===== src/design/spi_pin_pkg.sv =====
package spi_pin_pkg;
  // select_line_mode encodings
  localparam logic [1:0] SEL_3WIRE = 2'h0;
  localparam logic [1:0] SEL_4WIRE_IN = 2'h1;
  localparam int SEL_UPPER = 1;
  localparam int SEL_LOWER = 0;
  localparam logic [1:0] SEL_RESET = 2'h1;
  // register offsets
  localparam logic [1:0] ADDR_CTRL = 2'h0;
  localparam logic [1:0] ADDR_DATA = 2'h1;
  localparam logic [1:0] ADDR_CLKDIV = 2'h2;
  // control register field positions
  localparam int CTL_EN = 0;
  localparam int CTL_SELM_LO = 2;
  localparam int CTL_SELM_HI = 3;
  localparam int CTL_MODE_FAULT_FLAG = 5;
  localparam int CTL_MST = 6;
  localparam int CTL_DONE = 7;
  localparam logic [7:0] CLKDIV_RESET = 8'h04;
  // least select setup before first active clock, in system clocks
  localparam int SEL_SETUP_CLKS = 2;
  localparam int BYTE_BITS = 8;
endpackage


===== src/design/spi_sync_if.sv =====
`timescale 1ns/1ps
`default_nettype none
interface spi_sync_if;
  logic sck_raw;
  logic sel_raw;
  logic sck_s;
  logic sel_s;
  logic mosi_raw;
  logic miso_raw;
  logic mosi_s;
  logic miso_s;
  modport sync (input sck_raw, input sel_raw, input mosi_raw,
    input miso_raw, output sck_s, output sel_s, output mosi_s,
    output miso_s);
  modport core (output sck_raw, output sel_raw, output mosi_raw,
    output miso_raw, input sck_s, input sel_s, input mosi_s,
    input miso_s);
endinterface
`default_nettype wire


===== src/design/spi_pin_sync.sv =====
`timescale 1ns/1ps
`default_nettype none
module spi_pin_sync (
  // clock and reset
  input wire logic clk,
  input wire logic rst_n,
  // pins in, synchronised levels out
  spi_sync_if.sync sif
);
  logic [1:0] sck_q;
  logic [1:0] sel_q;
  logic [1:0] mosi_q;
  logic [1:0] miso_q;

  // two-flop synchronisers, stage 0 read only by stage 1
  always_ff @(posedge clk or negedge rst_n) begin
    if (!rst_n) begin
      sck_q <= 2'h0;
      sel_q <= 2'h3;
      mosi_q <= 2'h0;
      miso_q <= 2'h0;
    end else begin
      sck_q <= {sck_q[0], sif.sck_raw};
      sel_q <= {sel_q[0], sif.sel_raw};
      mosi_q <= {mosi_q[0], sif.mosi_raw};
      miso_q <= {miso_q[0], sif.miso_raw};
    end
  end

  assign sif.sck_s = sck_q[1];
  assign sif.sel_s = sel_q[1];
  assign sif.mosi_s = mosi_q[1];
  assign sif.miso_s = miso_q[1];
endmodule
`default_nettype wire


===== src/design/spi_pin_select.sv =====
// The placing of the registers and the plain strobed port were decided locally.
`timescale 1ns/1ps
`default_nettype none
module spi_pin_select
  import spi_pin_pkg::*;
#(
  parameter int DATA_BITS = BYTE_BITS
) (
  // clock and reset
  input wire logic clk,
  input wire logic rst_n,
  // register port
  input wire logic [1:0] reg_addr,
  input wire logic [7:0] reg_wdata,
  input wire logic reg_wr,
  input wire logic reg_rd,
  output logic [7:0] reg_rdata,
  // serial clock pin
  input wire logic sck_in,
  output logic sck_out,
  output logic sck_oe,
  // master-out slave-in pin
  input wire logic mosi_in,
  output logic mosi_out,
  output logic mosi_oe,
  // master-in slave-out pin
  input wire logic miso_in,
  output logic miso_out,
  output logic miso_oe,
  // select pin
  input wire logic sel_n_in,
  output logic sel_n_out,
  output logic sel_n_oe,
  output logic sel_pinned
);
  if (DATA_BITS != BYTE_BITS) begin : g_width_check
    $error("DATA_BITS must be 8");
  end

  typedef enum logic [1:0] {ST_IDLE, ST_LOW, ST_HIGH} mst_state_t;

  //////////////////////////////////////////////////////////////////////////
  spi_sync_if sif ();
  assign sif.sck_raw = sck_in;
  assign sif.sel_raw = sel_n_in;
  assign sif.mosi_raw = mosi_in;
  assign sif.miso_raw = miso_in;

  spi_pin_sync u_sync (
    .clk(clk),
    .rst_n(rst_n),
    .sif(sif)
  );

  //////////////////////////////////////////////////////////////////////////
  logic en_q;
  logic mst_q;
  logic mode_fault_flag_q;
  logic done_q;
  logic [1:0] selm_q;
  logic [7:0] clkdiv_q;
  logic [7:0] shift_q;
  logic [7:0] rx_q;
  logic [2:0] bit_q;
  logic [7:0] div_q;
  logic sck_d1_q;
  logic sel_d1_q;
  logic sampled_q;
  logic rx_bit_q;
  mst_state_t mst_state_q;

  logic wr_ctrl;
  logic wr_data;
  logic sel_fall;
  logic mfault;
  logic slave_on;
  logic slave_sel;
  logic sck_rise;
  logic sck_fall;
  logic byte_end_s;
  logic byte_end_m;
  logic m_sample;
  logic m_shift;

  assign wr_ctrl = reg_wr && (reg_addr == ADDR_CTRL);
  assign wr_data = reg_wr && (reg_addr == ADDR_DATA);
  assign sel_fall = sel_d1_q && !sif.sel_s;
  // mode-01 master sees select fall
  assign mfault = en_q && mst_q && (selm_q == SEL_4WIRE_IN) && sel_fall;
  assign slave_on = en_q && !mst_q;
  // 3-wire slave always selected, 4-wire by low select
  assign slave_sel = slave_on && ((selm_q == SEL_3WIRE) ||
    ((selm_q == SEL_4WIRE_IN) && !sif.sel_s));
  assign sck_rise = slave_sel && sif.sck_s && !sck_d1_q;
  assign sck_fall = slave_sel && !sif.sck_s && sck_d1_q;
  assign byte_end_s = sck_fall && sampled_q && (bit_q == 3'h7);
  assign m_sample = (mst_state_q == ST_LOW) && (div_q == 8'h00);
  assign m_shift = (mst_state_q == ST_HIGH) && (div_q == 8'h00);
  assign byte_end_m = m_shift && (bit_q == 3'h7);

  //////////////////////////////////////////////////////////////////////////
  // control register
  always_ff @(posedge clk or negedge rst_n) begin
    if (!rst_n) begin
      en_q <= 1'b0;
      mst_q <= 1'b0;
      selm_q <= SEL_RESET;
      clkdiv_q <= CLKDIV_RESET;
    end else if (mfault) begin
      en_q <= 1'b0;
      mst_q <= 1'b0;
    end else if (wr_ctrl) begin
      en_q <= reg_wdata[CTL_EN];
      mst_q <= reg_wdata[CTL_MST];
      selm_q <= reg_wdata[CTL_SELM_HI:CTL_SELM_LO];
    end else if (reg_wr && (reg_addr == ADDR_CLKDIV)) begin
      clkdiv_q <= reg_wdata;
    end
  end

  // sticky flags: set wins over software clear
  always_ff @(posedge clk or negedge rst_n) begin
    if (!rst_n) begin
      mode_fault_flag_q <= 1'b0;
      done_q <= 1'b0;
    end else begin
      if (mfault) begin
        mode_fault_flag_q <= 1'b1;
      end else if (wr_ctrl && !reg_wdata[CTL_MODE_FAULT_FLAG]) begin
        mode_fault_flag_q <= 1'b0;
      end
      if (byte_end_s || byte_end_m) begin
        done_q <= 1'b1;
      end else if (wr_ctrl && !reg_wdata[CTL_DONE]) begin
        done_q <= 1'b0;
      end
    end
  end

  // edge history
  always_ff @(posedge clk or negedge rst_n) begin
    if (!rst_n) begin
      sck_d1_q <= 1'b0;
      sel_d1_q <= 1'b1;
    end else begin
      sck_d1_q <= sif.sck_s;
      sel_d1_q <= sif.sel_s;
    end
  end

  //////////////////////////////////////////////////////////////////////////
  // master clock generator
  always_ff @(posedge clk or negedge rst_n) begin
    if (!rst_n) begin
      mst_state_q <= ST_IDLE;
      div_q <= 8'h00;
    end else if (!(en_q && mst_q)) begin
      mst_state_q <= ST_IDLE;
      div_q <= 8'h00;
    end else begin
      case (mst_state_q)
        ST_IDLE: begin
          if (wr_data) begin
            mst_state_q <= ST_LOW;
            div_q <= clkdiv_q;
          end
        end
        ST_LOW: begin
          if (div_q == 8'h00) begin
            mst_state_q <= ST_HIGH;
            div_q <= clkdiv_q;
          end else begin
            div_q <= div_q - 8'h01;
          end
        end
        ST_HIGH: begin
          if (div_q != 8'h00) begin
            div_q <= div_q - 8'h01;
          end else if (bit_q == 3'h7) begin
            mst_state_q <= ST_IDLE;
          end else begin
            mst_state_q <= ST_LOW;
            div_q <= clkdiv_q;
          end
        end
        default: mst_state_q <= ST_IDLE;
      endcase
    end
  end

  // shift register, bit counter, receive byte
  always_ff @(posedge clk or negedge rst_n) begin
    if (!rst_n) begin
      shift_q <= 8'h00;
      rx_q <= 8'h00;
      bit_q <= 3'h0;
      sampled_q <= 1'b0;
      rx_bit_q <= 1'b0;
    end else if (!en_q) begin
      bit_q <= 3'h0;
      sampled_q <= 1'b0;
    end else if (mst_q) begin
      if (wr_data && (mst_state_q == ST_IDLE)) begin
        shift_q <= reg_wdata;
        bit_q <= 3'h0;
      end else if (m_sample) begin
        rx_bit_q <= sif.miso_s;
      end else if (m_shift) begin
        shift_q <= {shift_q[6:0], rx_bit_q};
        bit_q <= bit_q + 3'h1;
        if (bit_q == 3'h7) begin
          rx_q <= {shift_q[6:0], rx_bit_q};
        end
      end
    end else begin
      if (slave_on && (selm_q == SEL_4WIRE_IN) && sel_fall) begin
        bit_q <= 3'h0;
        sampled_q <= 1'b0;
      end else if (wr_data && (bit_q == 3'h0) && !sampled_q) begin
        shift_q <= reg_wdata;
      end else if (sck_rise) begin
        rx_bit_q <= sif.mosi_s;
        sampled_q <= 1'b1;
      end else if (sck_fall && sampled_q) begin
        shift_q <= {shift_q[6:0], rx_bit_q};
        bit_q <= bit_q + 3'h1;
        sampled_q <= 1'b0;
        if (bit_q == 3'h7) begin
          rx_q <= {shift_q[6:0], rx_bit_q};
        end
      end
    end
  end

  //////////////////////////////////////////////////////////////////////////
  // pin drivers, all registered
  always_ff @(posedge clk or negedge rst_n) begin
    if (!rst_n) begin
      sck_out <= 1'b0;
      sck_oe <= 1'b0;
      mosi_out <= 1'b0;
      mosi_oe <= 1'b0;
      miso_out <= 1'b0;
      miso_oe <= 1'b0;
      sel_n_out <= 1'b1;
      sel_n_oe <= 1'b0;
      sel_pinned <= 1'b1;
    end else begin
      sck_oe <= en_q && mst_q;
      sck_out <= (mst_state_q == ST_HIGH) ||
        ((mst_state_q == ST_LOW) && (div_q == 8'h00));
      mosi_oe <= en_q && mst_q;
      mosi_out <= shift_q[7];
      miso_out <= shift_q[7];
      miso_oe <= slave_on && ((selm_q == SEL_3WIRE) ||
        (!selm_q[SEL_UPPER] && !sif.sel_s));
      sel_n_oe <= selm_q[SEL_UPPER];
      sel_n_out <= selm_q[SEL_LOWER];
      sel_pinned <= (selm_q != SEL_3WIRE);
    end
  end

  // register read, data one cycle after strobe
  always_ff @(posedge clk or negedge rst_n) begin
    if (!rst_n) begin
      reg_rdata <= 8'h00;
    end else if (reg_rd) begin
      if (reg_addr == ADDR_CTRL) begin
        reg_rdata <= {done_q, mst_q, mode_fault_flag_q, 1'b0, selm_q, 1'b0, en_q};
      end else if (reg_addr == ADDR_DATA) begin
        reg_rdata <= rx_q;
      end else if (reg_addr == ADDR_CLKDIV) begin
        reg_rdata <= clkdiv_q;
      end else begin
        reg_rdata <= 8'h00;
      end
    end else begin
      reg_rdata <= 8'h00;
    end
  end

  //////////////////////////////////////////////////////////////////////////
  a_fault_clears: assert property (@(posedge clk) disable iff (!rst_n)
    mfault |=> !en_q && !mst_q && mode_fault_flag_q)
    else $error("mode fault did not clear enables");
  a_miso_release: assert property (@(posedge clk) disable iff (!rst_n)
    !en_q ##1 !en_q |=> !miso_oe)
    else $error("miso driven while disabled");
  a_mosi_drive: assert property (@(posedge clk) disable iff (!rst_n)
    (en_q && mst_q) ##1 (en_q && mst_q) |-> mosi_oe && !miso_oe)
    else $error("master pin directions wrong");
  a_sel_output: assert property (@(posedge clk) disable iff (!rst_n)
    selm_q[SEL_UPPER] |=> sel_n_oe && (sel_n_out == $past(selm_q[0])))
    else $error("select output wrong");
  a_ignore_sck: assert property (@(posedge clk) disable iff (!rst_n)
    (slave_on && selm_q == SEL_4WIRE_IN && sif.sel_s && !sel_fall)
      |=> $stable(bit_q))
    else $error("deselected slave counted clock");
  a_count_reset: assert property (@(posedge clk) disable iff (!rst_n)
    (slave_on && selm_q == SEL_4WIRE_IN && sel_fall) |=> bit_q == 3'h0)
    else $error("bit counter not reset");
  a_three_drive: assert property (@(posedge clk) disable iff (!rst_n)
    (slave_on && selm_q == SEL_3WIRE) |=> miso_oe)
    else $error("3-wire slave released miso");
  a_done_set: assert property (@(posedge clk) disable iff (!rst_n)
    (byte_end_s || byte_end_m) |=> done_q)
    else $error("done flag not set after byte");
  a_mosi_msb: assert property (@(posedge clk) disable iff (!rst_n)
    1'b1 |=> mosi_out == $past(shift_q[7]))
    else $error("mosi not from top bit");
  c_fault: cover property (@(posedge clk) mfault);
  c_slave_byte: cover property (@(posedge clk) byte_end_s);
  c_master_byte: cover property (@(posedge clk) byte_end_m);
endmodule
`default_nettype wire


===== config.mk =====
export PLATFORM = sky130hd
export DESIGN_NAME = spi_pin_select
export DESIGN_NICKNAME = d
export VERILOG_FILES = /design/src/design/spi_pin_pkg.sv /design/src/design/spi_sync_if.sv /design/src/design/spi_pin_sync.sv /design/src/design/spi_pin_select.sv
export SDC_FILE = /design/constraint.sdc
export NUM_CORES = 1
export LEC_CHECK = 0
export BUFFER_PORTS_ARGS = -buffer_cell sky130_fd_sc_hd__buf_2
export CAP_MARGIN = 30
export CORE_MARGIN = 8
export CORE_UTILIZATION = 50
export CTS_CLUSTER_DIAMETER = 40
export DETAILED_ROUTE_END_ITERATION = 6
export PLACE_DENSITY = 0.65
export SLEW_MARGIN = 20
export SYNTH_ARGS = -nofsm -noshare
export SYNTH_HDL_FRONTEND = slang
export SYNTH_SLANG_ARGS = --single-unit

===== constraint.sdc =====
create_clock -name clk -period 5.55 [get_ports clk]
set_input_delay 0.555 -clock clk [delete_from_list [all_inputs] [get_ports clk]]
set_output_delay 0.555 -clock clk [all_outputs]
set_load 0.02 [all_outputs]

==> impl_summary.txt <==
----------------------------------------------------
[Yosys]
  Number of distinct library cells after synthesis ... 53
  Synth Register Bits ... 70
  Multiplexer share of the synthesized area ... 12.0%
  Synthesized-area fraction occupied by xor and xnor cells ... 0%
  Combinational family with the most area after synthesis ... simple AND/OR/NAND/NOR gates
  Most used DFF post-synth ... sky130_fd_sc_hd__dfrtp_1
  Area fraction in and, or, nand and nor cells after synthesis ... 15.0%
  Share of synthesized flip-flops with an asynchronous set or reset ... 100%
  Post-Synthesis Mean Instance Area ... 11.0 um2
  Post-synthesis compound-gate area fraction ... 13.6%
  Synthesized cell area ... 0.00336 mm2
  Instance count of the mapped netlist ... 307
  Sequential cell area fraction in the yosys report ... 52.3%
  Yosys Warn Count ... 0
  Area share of fa/ha/maj cells after synthesis ... 3.72%
  EDFF count, synth ... 0
  Nets in the synthesized netlist ... 335

[STA]
  Worst hold margin ... 0.153 ns
  Maximum operating frequency ... 0.371 GHz
  Final count of pins violating max slew ... 0
  Setup-failing EPs final ... 0
  Sum of negative setup slack ... 0 ns
  Unrepaired setup endpoints after global routing ... no
  Max-Slew Margin vs Limit ... 55.2%
  Number of hold violations in the final report ... 0
  Shortest clock period the worst path allows after layout ... 2.69 ns
  Worst-margin pin slew ... 0.662 ns
  Clk_skew ... 0.00806 ns
  Final worst path period share ... 48.5%

[Floorplan]
  Die ar. ... 0.00961 mm2
  Core footprint ... 0.00664 mm2
  Die extent in x ... 98.0 um
  Die Y-Extent ... 98.0 um
  Initial cell density of the core ... 50.6%
  Site row count ... 30
  IO Pins ... 35

[Power]
  Fraction of power spent switching nets ... 30.0%
  Clock share of power ... 31.4%
  Leakage ... 1.85 nW
  Part of the power in combinational logic ... 20.1%
  Internal power ... 952 uW
  Switching power of the nets ... 409 uW
  Total power density per cell area ... 356 mW/mm2
  Maximum resistive drop on vdd ... 0.000212 V
  Flop pwr share ... 48.5%

[Critical path]
  Crit-path max FO ... 9
  Kind of start point of the critical path ... register
  Type of the setup path with the least slack ... register to register
  CP required ... 5.77 ns
  Crit. End Element ... register
  Data arrival time of the worst path ... 2.91 ns

[Place]
  Number of input and output port buffers inserted ... 34
  Final HPWL from detailed placement ... 5.13 mm
  Weighted congestion reported at the end of routability-driven placement ... 0.931

[Final layout]
  Register cell area after layout ... 0.00176 mm2
  Antenna diode count ... 0
  Fillers ... 558
  Share of final-layout standard cells stronger than drive strength 1 ... 24.8%
  Synth-to-layout area growth ... 13.7%
  Multi-input gate area in the final layout ... 0.00149 mm2
  Number of nets in the finished design ... 370

[Detailed routing]
  First-pass iteration count of the detailed router ... 4
  Vias ... 2367
  Routed length per placed instance ... 16.3 um
  Number of nets with antenna violations after routing ... 0
  Total wire length after detailed routing ... 6.96 mm
  # DRC ... 0
  Average vias per placed instance ... 5.54
  Iter 0 DRT Violations ... 109

[Global routing]
  Overall overflow remaining after global route ... 0
  Maximum number of pins on one net before global-route repair ... 71
  Global-route total usage across every layer ... 15.6%
  Vias in the first global route ... 2389
  Initial antenna violation count ... 0
  Global-route wire length before repair ... 11.9 mm

[Clock tree]
  CTS Hold Buffers Added ... 0
  Clock root buffer master ... sky130_fd_sc_hd__clkbuf_8
  H-tree depth reported by CTS ... 3
  Number of gates resized after cts ... 0
  Post-CTS setup repair buffer count ... 0
  Number of buffers created by CTS ... 9
  Number of sinks on the clock net ... 70
  Clock latency of the later-clocked register in the worst-skew pair ... 0.34 ns
  CTS max path bufs ... 2
  Clock edge transition at the registers on the reported setup and hold paths ... 0.07 ns
  Clock tree from TritonCTS ... yes

[Outcome]
  Status ... finished, final reports clean

[Run]
  Max_cap viols ... 0

[Min path]
  Path category of the worst min-delay check ... input port to async pin

----------------------------------------------------
## registers in the layout, indices dropped and copies added (netlist names), 2 cells and up
signal	cells
u_sync.mosi_q	2
mst_state_q	2
reg_rdata	8
bit_q	3
u_sync.miso_q	2
clkdiv_q	8
selm_q	2
u_sync.sck_q	2
u_sync.sel_q	2
div_q	8
shift_q	8
rx_q	8
## critical path: stages, from the launching register on
cell and delay, ns:
sky130_fd_sc_hd__dfrtp_1 0.42, sky130_fd_sc_hd__inv_1 0.09, sky130_fd_sc_hd__ha_1 0.24, sky130_fd_sc_hd__and4b_1 0.23
sky130_fd_sc_hd__o2bb2a_1 0.56, sky130_fd_sc_hd__nand2_1 0.13, sky130_fd_sc_hd__or3_1 0.54, sky130_fd_sc_hd__mux2_4 0.37
## routing by layer
metal / GRT usage (%) / vias up / share of wire, %
met5: 0 / - / 0
met4: 7.79 / 0 / 2.6
met3: 4.34 / 16 / 4.8
met2: 23.3 / 55 / 44
met1: 20.3 / 1129 / 49
li1: - / 1167 / -
## logic make-up after synthesis
kind of cell,count (synthesis)
buf+inv,25
fa+ha+maj,10
mux,35
flops,70
compound gates,71
simple gates,96
## metrics by stage
step | area (um2) | total power [mW] | setup slack [ns] | util (%) | instances
after floorplan | 3360 | 0.851 | 3.24 | - | 307
after global placement | 3580 | 0.937 | 2.89 | 53.8 | 409
after detailed placement | 3580 | 0.943 | 2.85 | 53.8 | 409
after CTS | 3790 | 1.37 | 2.84 | 57.0 | 425
after global routing | 3820 | 1.44 | 2.66 | 57.5 | 427
final | 3820 | 1.36 | 2.86 | 57.5 | 427
## synthesized netlist by cell type (3+ instances only)
master / number / area share [%]
sky130_fd_sc_hd__a21oi_1: 12 / 1.8
sky130_fd_sc_hd__and2_1: 6 / 1.1
sky130_fd_sc_hd__buf_2: 4 / 0.60
sky130_fd_sc_hd__clkbuf_1: 7 / 0.78
sky130_fd_sc_hd__dfrtp_1: 63 / 47
sky130_fd_sc_hd__dfstp_2: 7 / 5.5
sky130_fd_sc_hd__ha_1: 10 / 3.7
sky130_fd_sc_hd__inv_1: 11 / 1.2
sky130_fd_sc_hd__mux2_2: 10 / 3.3
sky130_fd_sc_hd__mux2_4: 8 / 3.6
sky130_fd_sc_hd__mux2i_1: 17 / 5.1
sky130_fd_sc_hd__nand2_1: 35 / 3.9
sky130_fd_sc_hd__nand2b_1: 7 / 1.3
sky130_fd_sc_hd__nor2_1: 16 / 1.8
sky130_fd_sc_hd__nor2b_1: 5 / 0.93
sky130_fd_sc_hd__nor4b_1: 3 / 0.78
sky130_fd_sc_hd__o21ai_0: 24 / 3.6
sky130_fd_sc_hd__o21ai_1: 3 / 0.45
sky130_fd_sc_hd__o22ai_1: 3 / 0.56
sky130_fd_sc_hd__o2bb2ai_1: 4 / 1.0
sky130_fd_sc_hd__o31ai_1: 5 / 1.1
sky130_fd_sc_hd__or2_2: 3 / 0.56
sky130_fd_sc_hd__or3_1: 4 / 0.74
sky130_fd_sc_hd__or4b_1: 3 / 0.89
## path summary, 6_finish.rpt
kind,startpoint,end,slack [ns],cells past startpoint
min in group clk,sel_n_in,u_sync.sel_q[0]$_DFF_PN1_,0.32,1
setup reg to reg,mst_state_q[0]$_DFFE_PN0P_,rx_q[0]$_DFFE_PN0P_,2.86,7
hold / removal,rst_n,reg_rdata[1]$_DFF_PN0_,0.15,2
setup / recovery,mst_state_q[0]$_DFFE_PN0P_,rx_q[0]$_DFFE_PN0P_,2.86,7
max in group asynchronous,rst_n,sel_d1_q$_DFF_PN1_,4.81,3
hold reg to reg,u_sync.miso_q[0]$_DFF_PN0_,u_sync.miso_q[1]$_DFF_PN0_,0.35,0
## layout by cell type (no fill, tap or decap), types with 2 or more instances in the layout
master,instances
sky130_fd_sc_hd__buf_2,34
sky130_fd_sc_hd__buf_4,2
sky130_fd_sc_hd__a32oi_1,2
sky130_fd_sc_hd__or4b_1,3
sky130_fd_sc_hd__a221oi_1,2
sky130_fd_sc_hd__nand3_1,2
sky130_fd_sc_hd__o21ai_0,24
sky130_fd_sc_hd__o21ai_1,3
sky130_fd_sc_hd__o22ai_1,3
sky130_fd_sc_hd__o2bb2ai_1,4
sky130_fd_sc_hd__mux2i_1,17
sky130_fd_sc_hd__a21oi_1,12
sky130_fd_sc_hd__nor4b_1,3
sky130_fd_sc_hd__ha_1,10
sky130_fd_sc_hd__mux2_4,8
sky130_fd_sc_hd__nor2b_1,5
sky130_fd_sc_hd__nand4b_1,2
sky130_fd_sc_hd__dfrtp_1,63
sky130_fd_sc_hd__dfstp_2,7
sky130_fd_sc_hd__a22oi_1,2
sky130_fd_sc_hd__nor3_1,2
sky130_fd_sc_hd__nor2_1,16
sky130_fd_sc_hd__inv_1,11
sky130_fd_sc_hd__or2_2,3
sky130_fd_sc_hd__nand3b_1,2
sky130_fd_sc_hd__and2_1,6
sky130_fd_sc_hd__nand2b_1,7
sky130_fd_sc_hd__nand2_1,35
sky130_fd_sc_hd__or3_1,4
sky130_fd_sc_hd__o31ai_1,5
sky130_fd_sc_hd__clkbuf_8,12
sky130_fd_sc_hd__mux2_2,10
## final cells by class
class                           count  area share (%)
Inverter                           11            1.08
Tap cell                           80            2.62
Timing Repair Buffer               38            5.76
Sequential cell                    70            46.1
Multi-Input combinational cell    212            39.0
Clock inverter                      3            1.11
Clock buffer                       13            4.42
## power groups by stage
stage / Sequential [mW] / Combinational [mW] / Clock (mW)
2_1_floorplan: 0.662 / 0.189 / 0
3_3_place_gp: 0.668 / 0.269 / 0
3_5_place_dp: 0.670 / 0.272 / 0
4_1_cts: 0.660 / 0.275 / 0.436
5_1_grt: 0.669 / 0.312 / 0.458
6_report: 0.660 / 0.274 / 0.427
Note: power is estimated with default switching activity, not from simulation.
